===== src/verilog/sport_pkg.sv =====
// Purpose: Shared constants and types for the serial port timing block
// Assumes: 125 MHz system clock, APB register access
// Notes: Register offsets are byte addresses of aligned 32-bit words
package sport_pkg;
	// Clock period in ns as printed for this system
	localparam int CLK_PERIOD_NS = 8;
	// Divider input from internal clock: four system clocks
	localparam int DIV_IN_CPU_CYCLES = 4;
	// Least bit clock period in ns (6.67 ns) expressed in hundredths of a ns
	localparam int MIN_BIT_PERIOD_PS10 = 667;
	// Least bit clock period in cycles, rounded up, at least four
	localparam int MIN_BIT_CYCLES_NS = (MIN_BIT_PERIOD_PS10 + CLK_PERIOD_NS * 100 - 1)
		/ (CLK_PERIOD_NS * 100);
	localparam int MIN_BIT_CYCLES = (MIN_BIT_CYCLES_NS > 4) ? MIN_BIT_CYCLES_NS : 4;
	// Extra first-bit delay bounds in system clocks
	localparam int EXT_DELAY_MIN = 4;
	localparam int EXT_DELAY_MAX = 8;
	localparam logic [2:0] EXT_DELAY_CYCLES = 3'h6;
	// Register offsets
	localparam logic [7:0] OFF_CLOCK_CFG = 8'h00;
	localparam logic [7:0] OFF_PORT_CTRL = 8'h04;
	localparam logic [7:0] OFF_TX_DATA = 8'h08;
	localparam logic [7:0] OFF_RX_DATA = 8'h0c;
	localparam logic [7:0] OFF_STATUS = 8'h10;
	// Clock config fields
	localparam int DIV_LSB = 0;
	localparam int DIV_W = 8;
	localparam int SEL_BIT = 8;
	// Port control fields
	localparam int RXCP_BIT = 0;
	localparam int TXCP_BIT = 1;
	localparam int RXSP_BIT = 2;
	localparam int TXSP_BIT = 3;
	localparam int EXT_BIT = 4;
	localparam int DLY_LSB = 5;
	localparam int FSGEN_BIT = 7;
	localparam int LEN_LSB = 8;
	// Reset values
	localparam logic [31:0] CLOCK_CFG_RST = 32'h0000_0101;
	localparam logic [31:0] PORT_CTRL_RST = 32'h0000_0f00;
	// Serial pin group toward the far party
	typedef struct packed {
		logic rx_bit_clock;
		logic tx_bit_clock;
		logic rx_frame_sync;
		logic tx_frame_sync;
		logic rx_serial_in;
	} pins_in_t;
	typedef struct packed {
		logic tx_bit_clock;
		logic rx_bit_clock;
		logic rx_frame_sync;
		logic tx_serial_out;
		logic tx_serial_oe_n;
	} pins_out_t;
endpackage


===== src/verilog/serial_port_timing.sv =====
// Purpose: Bit clock divider, frame sync and data edge logic of a serial port
// Assumes: Pin inputs synchronous to sys_clk; APB slave with zero wait states
// Notes: Register offsets and field positions live in the package
// Notes on behaviour
// - Select one: input is four system clocks
// - High time from divide value parity
// - Low time; period is divide plus one, two for divide zero
// - Bit clock never below least period
// - Polarity selects invert the rx clock and both sync references; tx clock polarity inverts only its pin
// - External receive sync sampled on falling edge
// - Receive data sampled on falling edge
// - Internal receive sync updated on rising edge
// - Release output after last bit, rising edge
// - Extension set adds four to eight cycles
// - Extra delay for first bit only
// - Delay zero: first bit from sync rise
// - Delay nonzero: first bit from clock rise
//
// Added by the designer: the placing of the registers and the APB interface to the registers.
`timescale 1ns/1ps
`default_nettype none
module serial_port_timing #(
	parameter int WORD_MAX = 32
) (
	input wire logic sys_clk,
	input wire logic arst_n,
	input wire logic clk_en,
	input wire logic psel,
	input wire logic penable,
	input wire logic pwrite,
	input wire logic [7:0] paddr,
	input wire logic [31:0] pwdata,
	output logic [31:0] prdata,
	output logic pready,
	output logic pslverr,
	input wire sport_pkg::pins_in_t pins_in,
	input wire logic ext_clock_in,
	output sport_pkg::pins_out_t pins_out
);
	import sport_pkg::*;

	// Registers
	logic [31:0] clock_cfg_r; // Divide value and input select
	logic [31:0] port_control_reg_r; // Polarity, delay, length
	logic [31:0] tx_word_r; // Word to send
	logic [31:0] rx_word_r; // Last received word
	logic rx_done_r; // Sticky receive done
	logic tx_busy_r; // Transmit in progress
	logic tx_start_r; // Start request pulse

	// Fields
	logic [DIV_W-1:0] bit_clock_divide_value;
	logic divider_input_select, rx_clock_polarity, tx_clock_polarity;
	logic rx_sync_polarity, tx_sync_polarity, tx_enable_extension, rx_sync_gen;
	logic [1:0] tx_first_bit_delay;
	logic [4:0] word_len;
	assign bit_clock_divide_value = clock_cfg_r[DIV_LSB +: DIV_W];
	assign divider_input_select = clock_cfg_r[SEL_BIT];
	assign rx_clock_polarity = port_control_reg_r[RXCP_BIT];
	assign tx_clock_polarity = port_control_reg_r[TXCP_BIT];
	assign rx_sync_polarity = port_control_reg_r[RXSP_BIT];
	assign tx_sync_polarity = port_control_reg_r[TXSP_BIT];
	assign tx_enable_extension = port_control_reg_r[EXT_BIT];
	assign tx_first_bit_delay = port_control_reg_r[DLY_LSB +: 2];
	assign rx_sync_gen = port_control_reg_r[FSGEN_BIT];
	assign word_len = port_control_reg_r[LEN_LSB +: 5];

	// APB access strobes
	logic apb_wr, apb_rd;
	assign apb_wr = psel && penable && pwrite;
	assign apb_rd = psel && penable && !pwrite;

	// Divider input tick: prescaler or external clock edge
	logic [1:0] pre_r; // Four-cycle prescaler
	logic ext_d_r; // Previous external clock level
	logic div_tick;
	assign div_tick = divider_input_select ? (pre_r == 2'h3) : (ext_clock_in && !ext_d_r);
	always_ff @(posedge sys_clk or negedge arst_n) begin
		if (!arst_n) begin
			pre_r <= 2'h0;
			ext_d_r <= 1'b0;
		end else if (clk_en) begin
			pre_r <= pre_r + 2'h1;
			ext_d_r <= ext_clock_in;
		end
	end

	// High and low counts from divide value
	logic [DIV_W:0] high_cnt, low_cnt, div_p1;
	always_comb begin
		div_p1 = {1'b0, bit_clock_divide_value} + 9'h001;
		if (bit_clock_divide_value != '0 && !bit_clock_divide_value[0]) begin
			high_cnt = {2'b00, bit_clock_divide_value[DIV_W-1:1]} + 9'h001;
			low_cnt = {2'b00, bit_clock_divide_value[DIV_W-1:1]};
		end else begin
			high_cnt = {1'b0, div_p1[DIV_W:1]};
			low_cnt = {1'b0, div_p1[DIV_W:1]};
		end
	end

	// Divider counter and generated bit clock
	logic [DIV_W:0] div_cnt_r; // Input periods left in phase
	logic gen_clk_r; // Generated clock, high phase first
	logic gen_rise, gen_fall;
	assign gen_rise = div_tick && !gen_clk_r && div_cnt_r <= 9'h001;
	assign gen_fall = div_tick && gen_clk_r && div_cnt_r <= 9'h001;
	always_ff @(posedge sys_clk or negedge arst_n) begin
		if (!arst_n) begin
			div_cnt_r <= 9'h001;
			gen_clk_r <= 1'b0;
		end else if (clk_en && div_tick) begin
			if (div_cnt_r <= 9'h001) begin
				gen_clk_r <= !gen_clk_r;
				div_cnt_r <= gen_clk_r ? low_cnt : high_cnt;
			end else begin
				div_cnt_r <= div_cnt_r - 9'h001;
			end
		end
	end

	// Receive side: polarity-corrected external pins
	logic rx_clk_lvl_r, rx_fs_in;
	logic rx_clk_ref;
	assign rx_clk_ref = pins_in.rx_bit_clock ^ rx_clock_polarity;
	assign rx_fs_in = pins_in.rx_frame_sync ^ rx_sync_polarity;
	logic rx_fall, rx_rise;
	assign rx_fall = rx_clk_lvl_r && !rx_clk_ref;
	assign rx_rise = !rx_clk_lvl_r && rx_clk_ref;

	// Receive shift on falling edge of reference clock
	logic [4:0] rx_cnt_r; // Bits left in receive word
	logic rx_act_r; // Receive word active
	logic [31:0] rx_sh_r; // Receive shifter
	logic rx_fs_gen_r; // Internally generated receive sync
	logic [4:0] rx_gen_cnt_r; // Bits until next generated sync
	always_ff @(posedge sys_clk or negedge arst_n) begin
		if (!arst_n) begin
			rx_clk_lvl_r <= 1'b0;
			rx_cnt_r <= 5'h00;
			rx_act_r <= 1'b0;
			rx_sh_r <= 32'h0000_0000;
			rx_word_r <= 32'h0000_0000;
			rx_done_r <= 1'b0;
		end else if (clk_en) begin
			rx_clk_lvl_r <= rx_clk_ref;
			if (rx_fall && (rx_sync_gen ? rx_fs_gen_r : rx_fs_in) && !rx_act_r) begin
				rx_act_r <= 1'b1;
				rx_cnt_r <= word_len;
				rx_sh_r <= 32'h0000_0000; // Old bits never leak into a new word
			end else if (rx_fall && rx_act_r) begin
				rx_sh_r <= {rx_sh_r[30:0], pins_in.rx_serial_in};
				if (rx_cnt_r == 5'h00) begin
					rx_act_r <= 1'b0;
					rx_word_r <= {rx_sh_r[30:0], pins_in.rx_serial_in};
				end else begin
					rx_cnt_r <= rx_cnt_r - 5'h01;
				end
			end
			// Set wins over a clear by status read
			if (rx_fall && rx_act_r && rx_cnt_r == 5'h00)
				rx_done_r <= 1'b1;
			else if (apb_rd && paddr == OFF_STATUS)
				rx_done_r <= 1'b0;
		end
	end

	// Internal receive sync from rising reference edges
	always_ff @(posedge sys_clk or negedge arst_n) begin
		if (!arst_n) begin
			rx_fs_gen_r <= 1'b0;
			rx_gen_cnt_r <= 5'h00;
		end else if (clk_en && rx_rise) begin
			rx_fs_gen_r <= (rx_gen_cnt_r == 5'h00);
			rx_gen_cnt_r <= (rx_gen_cnt_r == 5'h00) ? word_len + 5'h01 : rx_gen_cnt_r - 5'h01;
		end
	end

	// Transmit side: generated clock drives the tx bit clock pin
	logic tx_ref, tx_ref_d_r, tx_rise, tx_fs_ref, tx_fs_d_r, tx_fs_rise;
	assign tx_ref = gen_clk_r;
	assign tx_rise = tx_ref && !tx_ref_d_r;
	assign tx_fs_ref = pins_in.tx_frame_sync ^ tx_sync_polarity;
	assign tx_fs_rise = tx_fs_ref && !tx_fs_d_r;

	// Transmit state machine
	typedef enum logic [1:0] {TX_IDLE, TX_WAIT, TX_EXT, TX_SHIFT} tx_state_t;
	tx_state_t tx_st_r;
	logic [31:0] tx_sh_r; // Transmit shifter
	logic [4:0] tx_cnt_r; // Bits left after current
	logic [2:0] ext_cnt_r; // Extra delay counter
	logic tx_out_r, tx_oe_n_r; // Pin drivers
	logic launch; // First bit launch event
	assign launch = (tx_first_bit_delay == 2'b00) ? tx_fs_rise : tx_rise;
	always_ff @(posedge sys_clk or negedge arst_n) begin
		if (!arst_n) begin
			tx_st_r <= TX_IDLE;
			tx_sh_r <= 32'h0000_0000;
			tx_cnt_r <= 5'h00;
			ext_cnt_r <= 3'h0;
			tx_out_r <= 1'b0;
			tx_oe_n_r <= 1'b1;
			tx_busy_r <= 1'b0;
			tx_ref_d_r <= 1'b0;
			tx_fs_d_r <= 1'b0;
		end else if (clk_en) begin
			tx_ref_d_r <= tx_ref;
			tx_fs_d_r <= tx_fs_ref;
			case (tx_st_r)
				TX_IDLE: begin
					if (tx_start_r) begin
						tx_sh_r <= tx_word_r;
						tx_cnt_r <= word_len;
						tx_busy_r <= 1'b1;
						tx_st_r <= TX_WAIT;
					end
				end
				TX_WAIT: begin
					if (launch && tx_enable_extension) begin
						ext_cnt_r <= EXT_DELAY_CYCLES;
						tx_st_r <= TX_EXT;
					end else if (launch) begin
						tx_out_r <= tx_sh_r[31];
						tx_oe_n_r <= 1'b0;
						tx_st_r <= TX_SHIFT;
					end
				end
				TX_EXT: begin
					if (ext_cnt_r <= 3'h1) begin
						tx_out_r <= tx_sh_r[31];
						tx_oe_n_r <= 1'b0;
						tx_st_r <= TX_SHIFT;
					end else begin
						ext_cnt_r <= ext_cnt_r - 3'h1;
					end
				end
				TX_SHIFT: begin
					if (tx_rise) begin
						if (tx_cnt_r == 5'h00) begin
							tx_oe_n_r <= 1'b1;
							tx_busy_r <= 1'b0;
							tx_st_r <= TX_IDLE;
						end else begin
							tx_sh_r <= {tx_sh_r[30:0], 1'b0};
							tx_out_r <= tx_sh_r[30];
							tx_cnt_r <= tx_cnt_r - 5'h01;
						end
					end
				end
				default: tx_st_r <= TX_IDLE;
			endcase
		end
	end

	// Pin outputs, all registered
	always_ff @(posedge sys_clk or negedge arst_n) begin
		if (!arst_n) begin
			pins_out <= '0;
			pins_out.tx_serial_oe_n <= 1'b1;
		end else if (clk_en) begin
			pins_out.tx_bit_clock <= gen_clk_r ^ tx_clock_polarity;
			pins_out.rx_bit_clock <= gen_clk_r ^ rx_clock_polarity;
			pins_out.rx_frame_sync <= rx_fs_gen_r ^ rx_sync_polarity;
			pins_out.tx_serial_out <= tx_out_r;
			pins_out.tx_serial_oe_n <= tx_oe_n_r;
		end
	end

	// APB register writes
	always_ff @(posedge sys_clk or negedge arst_n) begin
		if (!arst_n) begin
			clock_cfg_r <= CLOCK_CFG_RST;
			port_control_reg_r <= PORT_CTRL_RST;
			tx_word_r <= 32'h0000_0000;
			tx_start_r <= 1'b0;
		end else if (clk_en) begin
			tx_start_r <= 1'b0;
			if (apb_wr) begin
				case (paddr)
					OFF_CLOCK_CFG: clock_cfg_r <= pwdata & 32'h0000_01ff;
					OFF_PORT_CTRL: port_control_reg_r <= pwdata & 32'h0000_1fff;
					OFF_TX_DATA: begin
						tx_word_r <= pwdata;
						tx_start_r <= !tx_busy_r;
					end
					default: ;
				endcase
			end
		end
	end

	// APB read data and response
	always_ff @(posedge sys_clk or negedge arst_n) begin
		if (!arst_n) begin
			prdata <= 32'h0000_0000;
			pready <= 1'b0;
			pslverr <= 1'b0;
		end else if (clk_en) begin
			pready <= psel && !penable;
			pslverr <= psel && !penable && !(paddr inside {OFF_CLOCK_CFG, OFF_PORT_CTRL,
				OFF_TX_DATA, OFF_RX_DATA, OFF_STATUS});
			case (paddr)
				OFF_CLOCK_CFG: prdata <= clock_cfg_r;
				OFF_PORT_CTRL: prdata <= port_control_reg_r;
				OFF_TX_DATA: prdata <= tx_word_r;
				OFF_RX_DATA: prdata <= rx_word_r;
				OFF_STATUS: prdata <= {29'h0, gen_clk_r, tx_busy_r, rx_done_r};
				default: prdata <= 32'h0000_0000;
			endcase
		end
	end
endmodule // serial_port_timing
`default_nettype wire


===== config.mk =====
export PLATFORM = sky130hd
export DESIGN_NAME = serial_port_timing
export DESIGN_NICKNAME = d
export VERILOG_FILES = /design/src/verilog/sport_pkg.sv /design/src/verilog/serial_port_timing.sv
export SDC_FILE = /design/constraint.sdc
export NUM_CORES = 1
export LEC_CHECK = 0
export BUFFER_PORTS_ARGS = -buffer_cell sky130_fd_sc_hd__buf_2
export CORE_ASPECT_RATIO = 1.5
export CORE_MARGIN = 3
export CORE_UTILIZATION = 55
export CTS_CLUSTER_DIAMETER = 30
export DETAILED_ROUTE_END_ITERATION = 12
export PLACE_DENSITY = 0.74
export SYNTH_ARGS = -nofsm -noshare
export SYNTH_HDL_FRONTEND = slang
export SYNTH_SLANG_ARGS = --single-unit

===== constraint.sdc =====
create_clock -name sys_clk -period 3 [get_ports sys_clk]
set_input_delay 0.75 -clock sys_clk [delete_from_list [all_inputs] [get_ports sys_clk]]
set_output_delay 0.75 -clock sys_clk [all_outputs]
set_load 0.05 [all_outputs]

# Word level (Yosys, flattened, before mapping)
# Index checks and enable logic that the tools add are counted.
# word_totals
word_cells	185
output_inout_bits	39
register_bits	231
# classes
bitwise	7
mux	55
reduce_logical	60
add_sub_neg	9
magnitude_cmp	2
n_eq_ne	19
# op_table
cell	n
$pmux W32 S5	1
$mux W32	3
$pmux W32 S2	1
$mux W31	2
$mux W5	7
$mux W1	23
$ne A2 B2 Y1 const B	10
$logic_and A1 B1 Y1	19
$mux W9	2
$eq A8 B4 Y1 const B	2
$mux W8	2
$logic_not A5 Y1	3
$reduce_and A3 Y1	5
$sub A5 B1 Y5 const B	3
$reduce_and A7 Y1	2
$logic_not A1 Y1	12
$mux W2	6
$pmux W5 S2	1
$reduce_and A5 Y1	2
$reduce_bool A2 Y1	5
$add A8 B1 Y9 const B	1
$le A9 B1 Y1 const B	1
$sub A9 B1 Y9 const B	1
$add A7 B1 Y8 const B	1
other kinds (24)	37

# Depth between registers and ports, before layout
# logic_depth
word_depth	7
mapped_depth	8

# Worst setup path before layout
# OpenSTA, ideal clock, no wires.
# synth_timing
path_type	input -> register
start	input port paddr[5]
end	register tx_word_r[10]
path_stages	5
arrival_ps	2216
slack_ps	659
t_required_ps	2875
cell_sequence	or4_4 > nor4_4 > nand3b_2 > buf_2 > mux2_2
# synth_via
elab_chain_cells	2
# synth_lines
element	line	source
start, declared	serial_port_timing.sv:31	input wire logic [7:0] paddr,
$eq A8 B4 Y1	serial_port_timing.sv:278	case (paddr)
$reduce_and A3 Y1 (no line)	-	
end signal, assigned	serial_port_timing.sv:282	tx_word_r <= pwdata;
end, declared	serial_port_timing.sv:45	logic [31:0] tx_word_r;
# No other way between the ends.
# A chain may end at the register's enable or synchronous reset.

# Worst setup path in the final report
# layout_timing
start	register tx_cnt_r[0]
end	register tx_sh_r[15]
# layout_via
elab_chain_cells	3
# layout_lines
element	line	source
start, declared	serial_port_timing.sv:189	logic [4:0] tx_cnt_r;
start signal, assigned	serial_port_timing.sv:212	tx_cnt_r <= word_len;
start signal, assigned	serial_port_timing.sv:245	tx_cnt_r <= tx_cnt_r - 5'h01;
$logic_not A5 Y1	serial_port_timing.sv:238	if (tx_cnt_r == 5'h00) begin
$ne A2 B2 Y1 (no line)	-	
$reduce_and A5 Y1 (no line)	-	
end signal, assigned	serial_port_timing.sv:211	tx_sh_r <= tx_word_r;
end signal, assigned	serial_port_timing.sv:243	tx_sh_r <= {tx_sh_r[30:0], 1'b0};
end, declared	serial_port_timing.sv:188	logic [31:0] tx_sh_r;
# No other way between the ends.

==> results.py <==
metrics = {
    "critical_path": {
        "crit_start": "tx_cnt_r[0]$_DFFE_PN0P_",
        "critPathCaptureType": "flip-flop",
        "critPathLaunchType": "flip-flop",
        "r2r_slack_ps": 570,
        "r2r_start": "tx_cnt_r[0]$_DFFE_PN0P_",
        "worstPathArrival_ps": 2780,
        "required_ps": 3350,
        "cp_max_fo": 38,
        "critPathKind": "flip-flop to flip-flop",
    },
    "clocking": {
        "cts_buffers": 35,
        "cts_tree": "done",
        "root_buffer": "clkbuf_16",
        "cts_hold_buf": 0,
        "post_cts_resized": 0,
        "clkTransAtPathRegs_ps": 50,
        "clk_latency_ps": 500,
        "cts_sinks": 231,
        "clockBufferDepth": 3,
        "h-tree-depth": 2,
        "cts_setup_buffers": 0,
    },
    "final_layout": {
        "drive_gt1_frac": 0.280,
        "syn2layout_area_growth_pct": 19.6,
        "nNetsFinal": 1147,
        "fillers": 1472,
        "final-seq-area_sq_um": 5790,
        "multi_input_area_sq_um": 4540,
        "final_util": 0.673,
    },
    "synthesis": {
        "synth_area_sq_um": 10800,
        "synth_common_cells": "dfrtp_1 (222), mux2_2 (98), nand2_1 (93), inv_1 (61)",
        "async_flop_share": 1.00,
        "ys_types": 62,
        "syn-num-nets": 1048,
        "ys_seq_area_frac": 0.538,
        "synth_enable_flop_cells": 0,
        "synth_most_common_cell": "dfrtp_1",
        "ys_warn_count": 0,
        "synth_area_leader_cell": "dfrtp_1",
        "synth_area_per_cell_sq_um": 11.0,
        "syn_inst": 979,
        "synth_seq_cells": 231,
        "synth_top_area_share": 0.516,
        "synth_area_leaders": "dfrtp_1 (52%), mux2_2 (10%), mux2i_1 (3.8%), nand2_1 (3.2%), o21ai_0 (2.7%)",
        "synthFlopType": "dfrtp_1",
    },
    "routing": {
        "drt-total-wl_um": 24100,
        "routedWlPerCell_um": 17.7,
        "antenna_left": 0,
        "vias_per_cell": 5.64,
        "first_pass_iters": 4,
        "vias": 7667,
        "drt_iter0_markers": 528,
        "drc_errors": 0,
    },
    "timing": {
        "final.setup_skew_ps": 21.2,
        "setup_ws_ps": 565,
        "worstMarginPinSlew_ps": 839,
        "slew_headroom": 0.433,
        "period_needed_ps": 2430,
        "setup_tns_ps": 0,
        "final_hold_viol_count": 0,
        "final-max-slew-violation-count": 0,
        "rsz0062_at_grt": "no",
        "finalCritPeriodShare": 0.812,
        "max_freq_mhz": 411,
        "setup_viol": 0,
        "timing.hold.ws_ps": 272,
    },
    "global_route": {
        "grt_max_degree": 82,
        "gr-usage-all-layers": 0.230,
        "gr-total-overflow": 0,
        "grt_pass1_vias": 8040,
        "grt_first_pass_wirelength_um": 39700,
        "antenna_found_initial": 1,
    },
    "status": {
        "status": "completed",
    },
    "hold_path": {
        "hold_class": "input port to async pin",
    },
    "placed_design": {
        "hpwl_um": 16200,
        "pre_cts_slack_ps": 337,
        "gp_congestion": 0.819,
        "numPortBuffers": 89,
    },
    "floorplanning": {
        "core_sq_um": 19200,
        "fp.dieH_um": 177,
        "rows": 62,
        "initial_core_util": 0.562,
        "ios": 91,
        "die_w_um": 120,
        "die_area_sq_um": 21300,
    },
    "pwr": {
        "p_per_area_nw_per_um2": 833,
        "leakagePower_uw": 0.00597,
        "finalPower_uw": 10700,
        "vdd.ir_drop.worst_v": 0.000609,
    },
    "flow_run": {
        "cap_violations": 0,
    },
}
## worst max-delay path, cell delays in order, from the launching register on
cell      delay, ps
dfrtp_1         390
inv_1           100
ha_1            190
or3b_2          480
o21bai_1        490
a21oi_4         160
buf_4           290
nor2_1          140
a21oi_1          50
## area by class of cell
type / instances / area share
diodes: 1 / 0.000194
clock buffers: 37 / 0.0701
clock inverters: 25 / 0.0298
inverters: 61 / 0.0178
multi-input cells: 632 / 0.352
flip-flops and latches: 231 / 0.449
well taps: 256 / 0.0249
repair buffers: 117 / 0.0555
## placed cells by master, fill, tap and decap left out, drive strengths merged, types with 11 or more instances in the layout
cell	n
nor2	59
mux2	98
a21oi	51
a22oi	20
nand3	18
nand2	93
ha	17
o22ai	34
mux2i	41
nor3	11
inv	65
xnor2	11
buf	117
dfrtp	222
o21ai	60
clkbuf	37
## worst paths after layout
check / depth (start not counted) / to
min in group sys_clk: 1 / pre_r[0]$_DFFE_PN0P_
worst max register to register: 8 / tx_sh_r[15]$_DFFE_PN0P_
worst min-delay path: 1 / ext_cnt_r[1]$_DFFE_PN0P_
worst min register to register: 1 / pre_r[0]$_DFFE_PN0P_
worst max-delay path: 8 / tx_sh_r[15]$_DFFE_PN0P_
max in group asynchronous: 2 / port_control_reg_r[10]$_DFFE_PN1P_
## metal layers
layer / vias up / share of wire / global-route usage
met1: 3772 / 0.40 / 0.279
met4: 0 / 0.042 / 0.106
li1: 3667 / - / -
met2: 171 / 0.51 / 0.406
met5: - / 0 / 0
met3: 57 / 0.039 / 0.0341
## per-stage QoR
step	area (sq um)	instances
3_5_place_dp	11600	1297
2_1_floorplan	10800	979
4_1_cts	12900	1359
3_3_place_gp	11600	1297
6_report	12900	1360
5_1_grt	12900	1360
## power by group
group	switching (uW)	total (uW)	internal, uW
Combinational	1250	2180	929
Sequential	420	4110	3690
Clock	1460	4440	2970
## registers in the layout (all words and copies together) (netlist names), 2 cells and up
register	flops
rx_cnt_r	5
tx_st_r	2
pins_out	5
prdata	32
ext_cnt_r	3
rx_gen_cnt_r	5
rx_sh_r	31
tx_word_r	32
port_control_reg_r	13
div_cnt_r	9
tx_sh_r	32
pre_r	2
tx_cnt_r	5
rx_word_r	32
clock_cfg_r	9
## cells by family after synthesis
logic type,after synthesis,synth area share
adders and majority gates,17,0.0197
muxes,146,0.155
xor gates and xnor gates,17,0.0138
DFF,231,0.538
buffers and inverters,116,0.0433
AOI/OAI and AO/OA,215,0.124
and+or+nand+nor,237,0.106
Note: power is estimated with default switching activity, not from simulation.
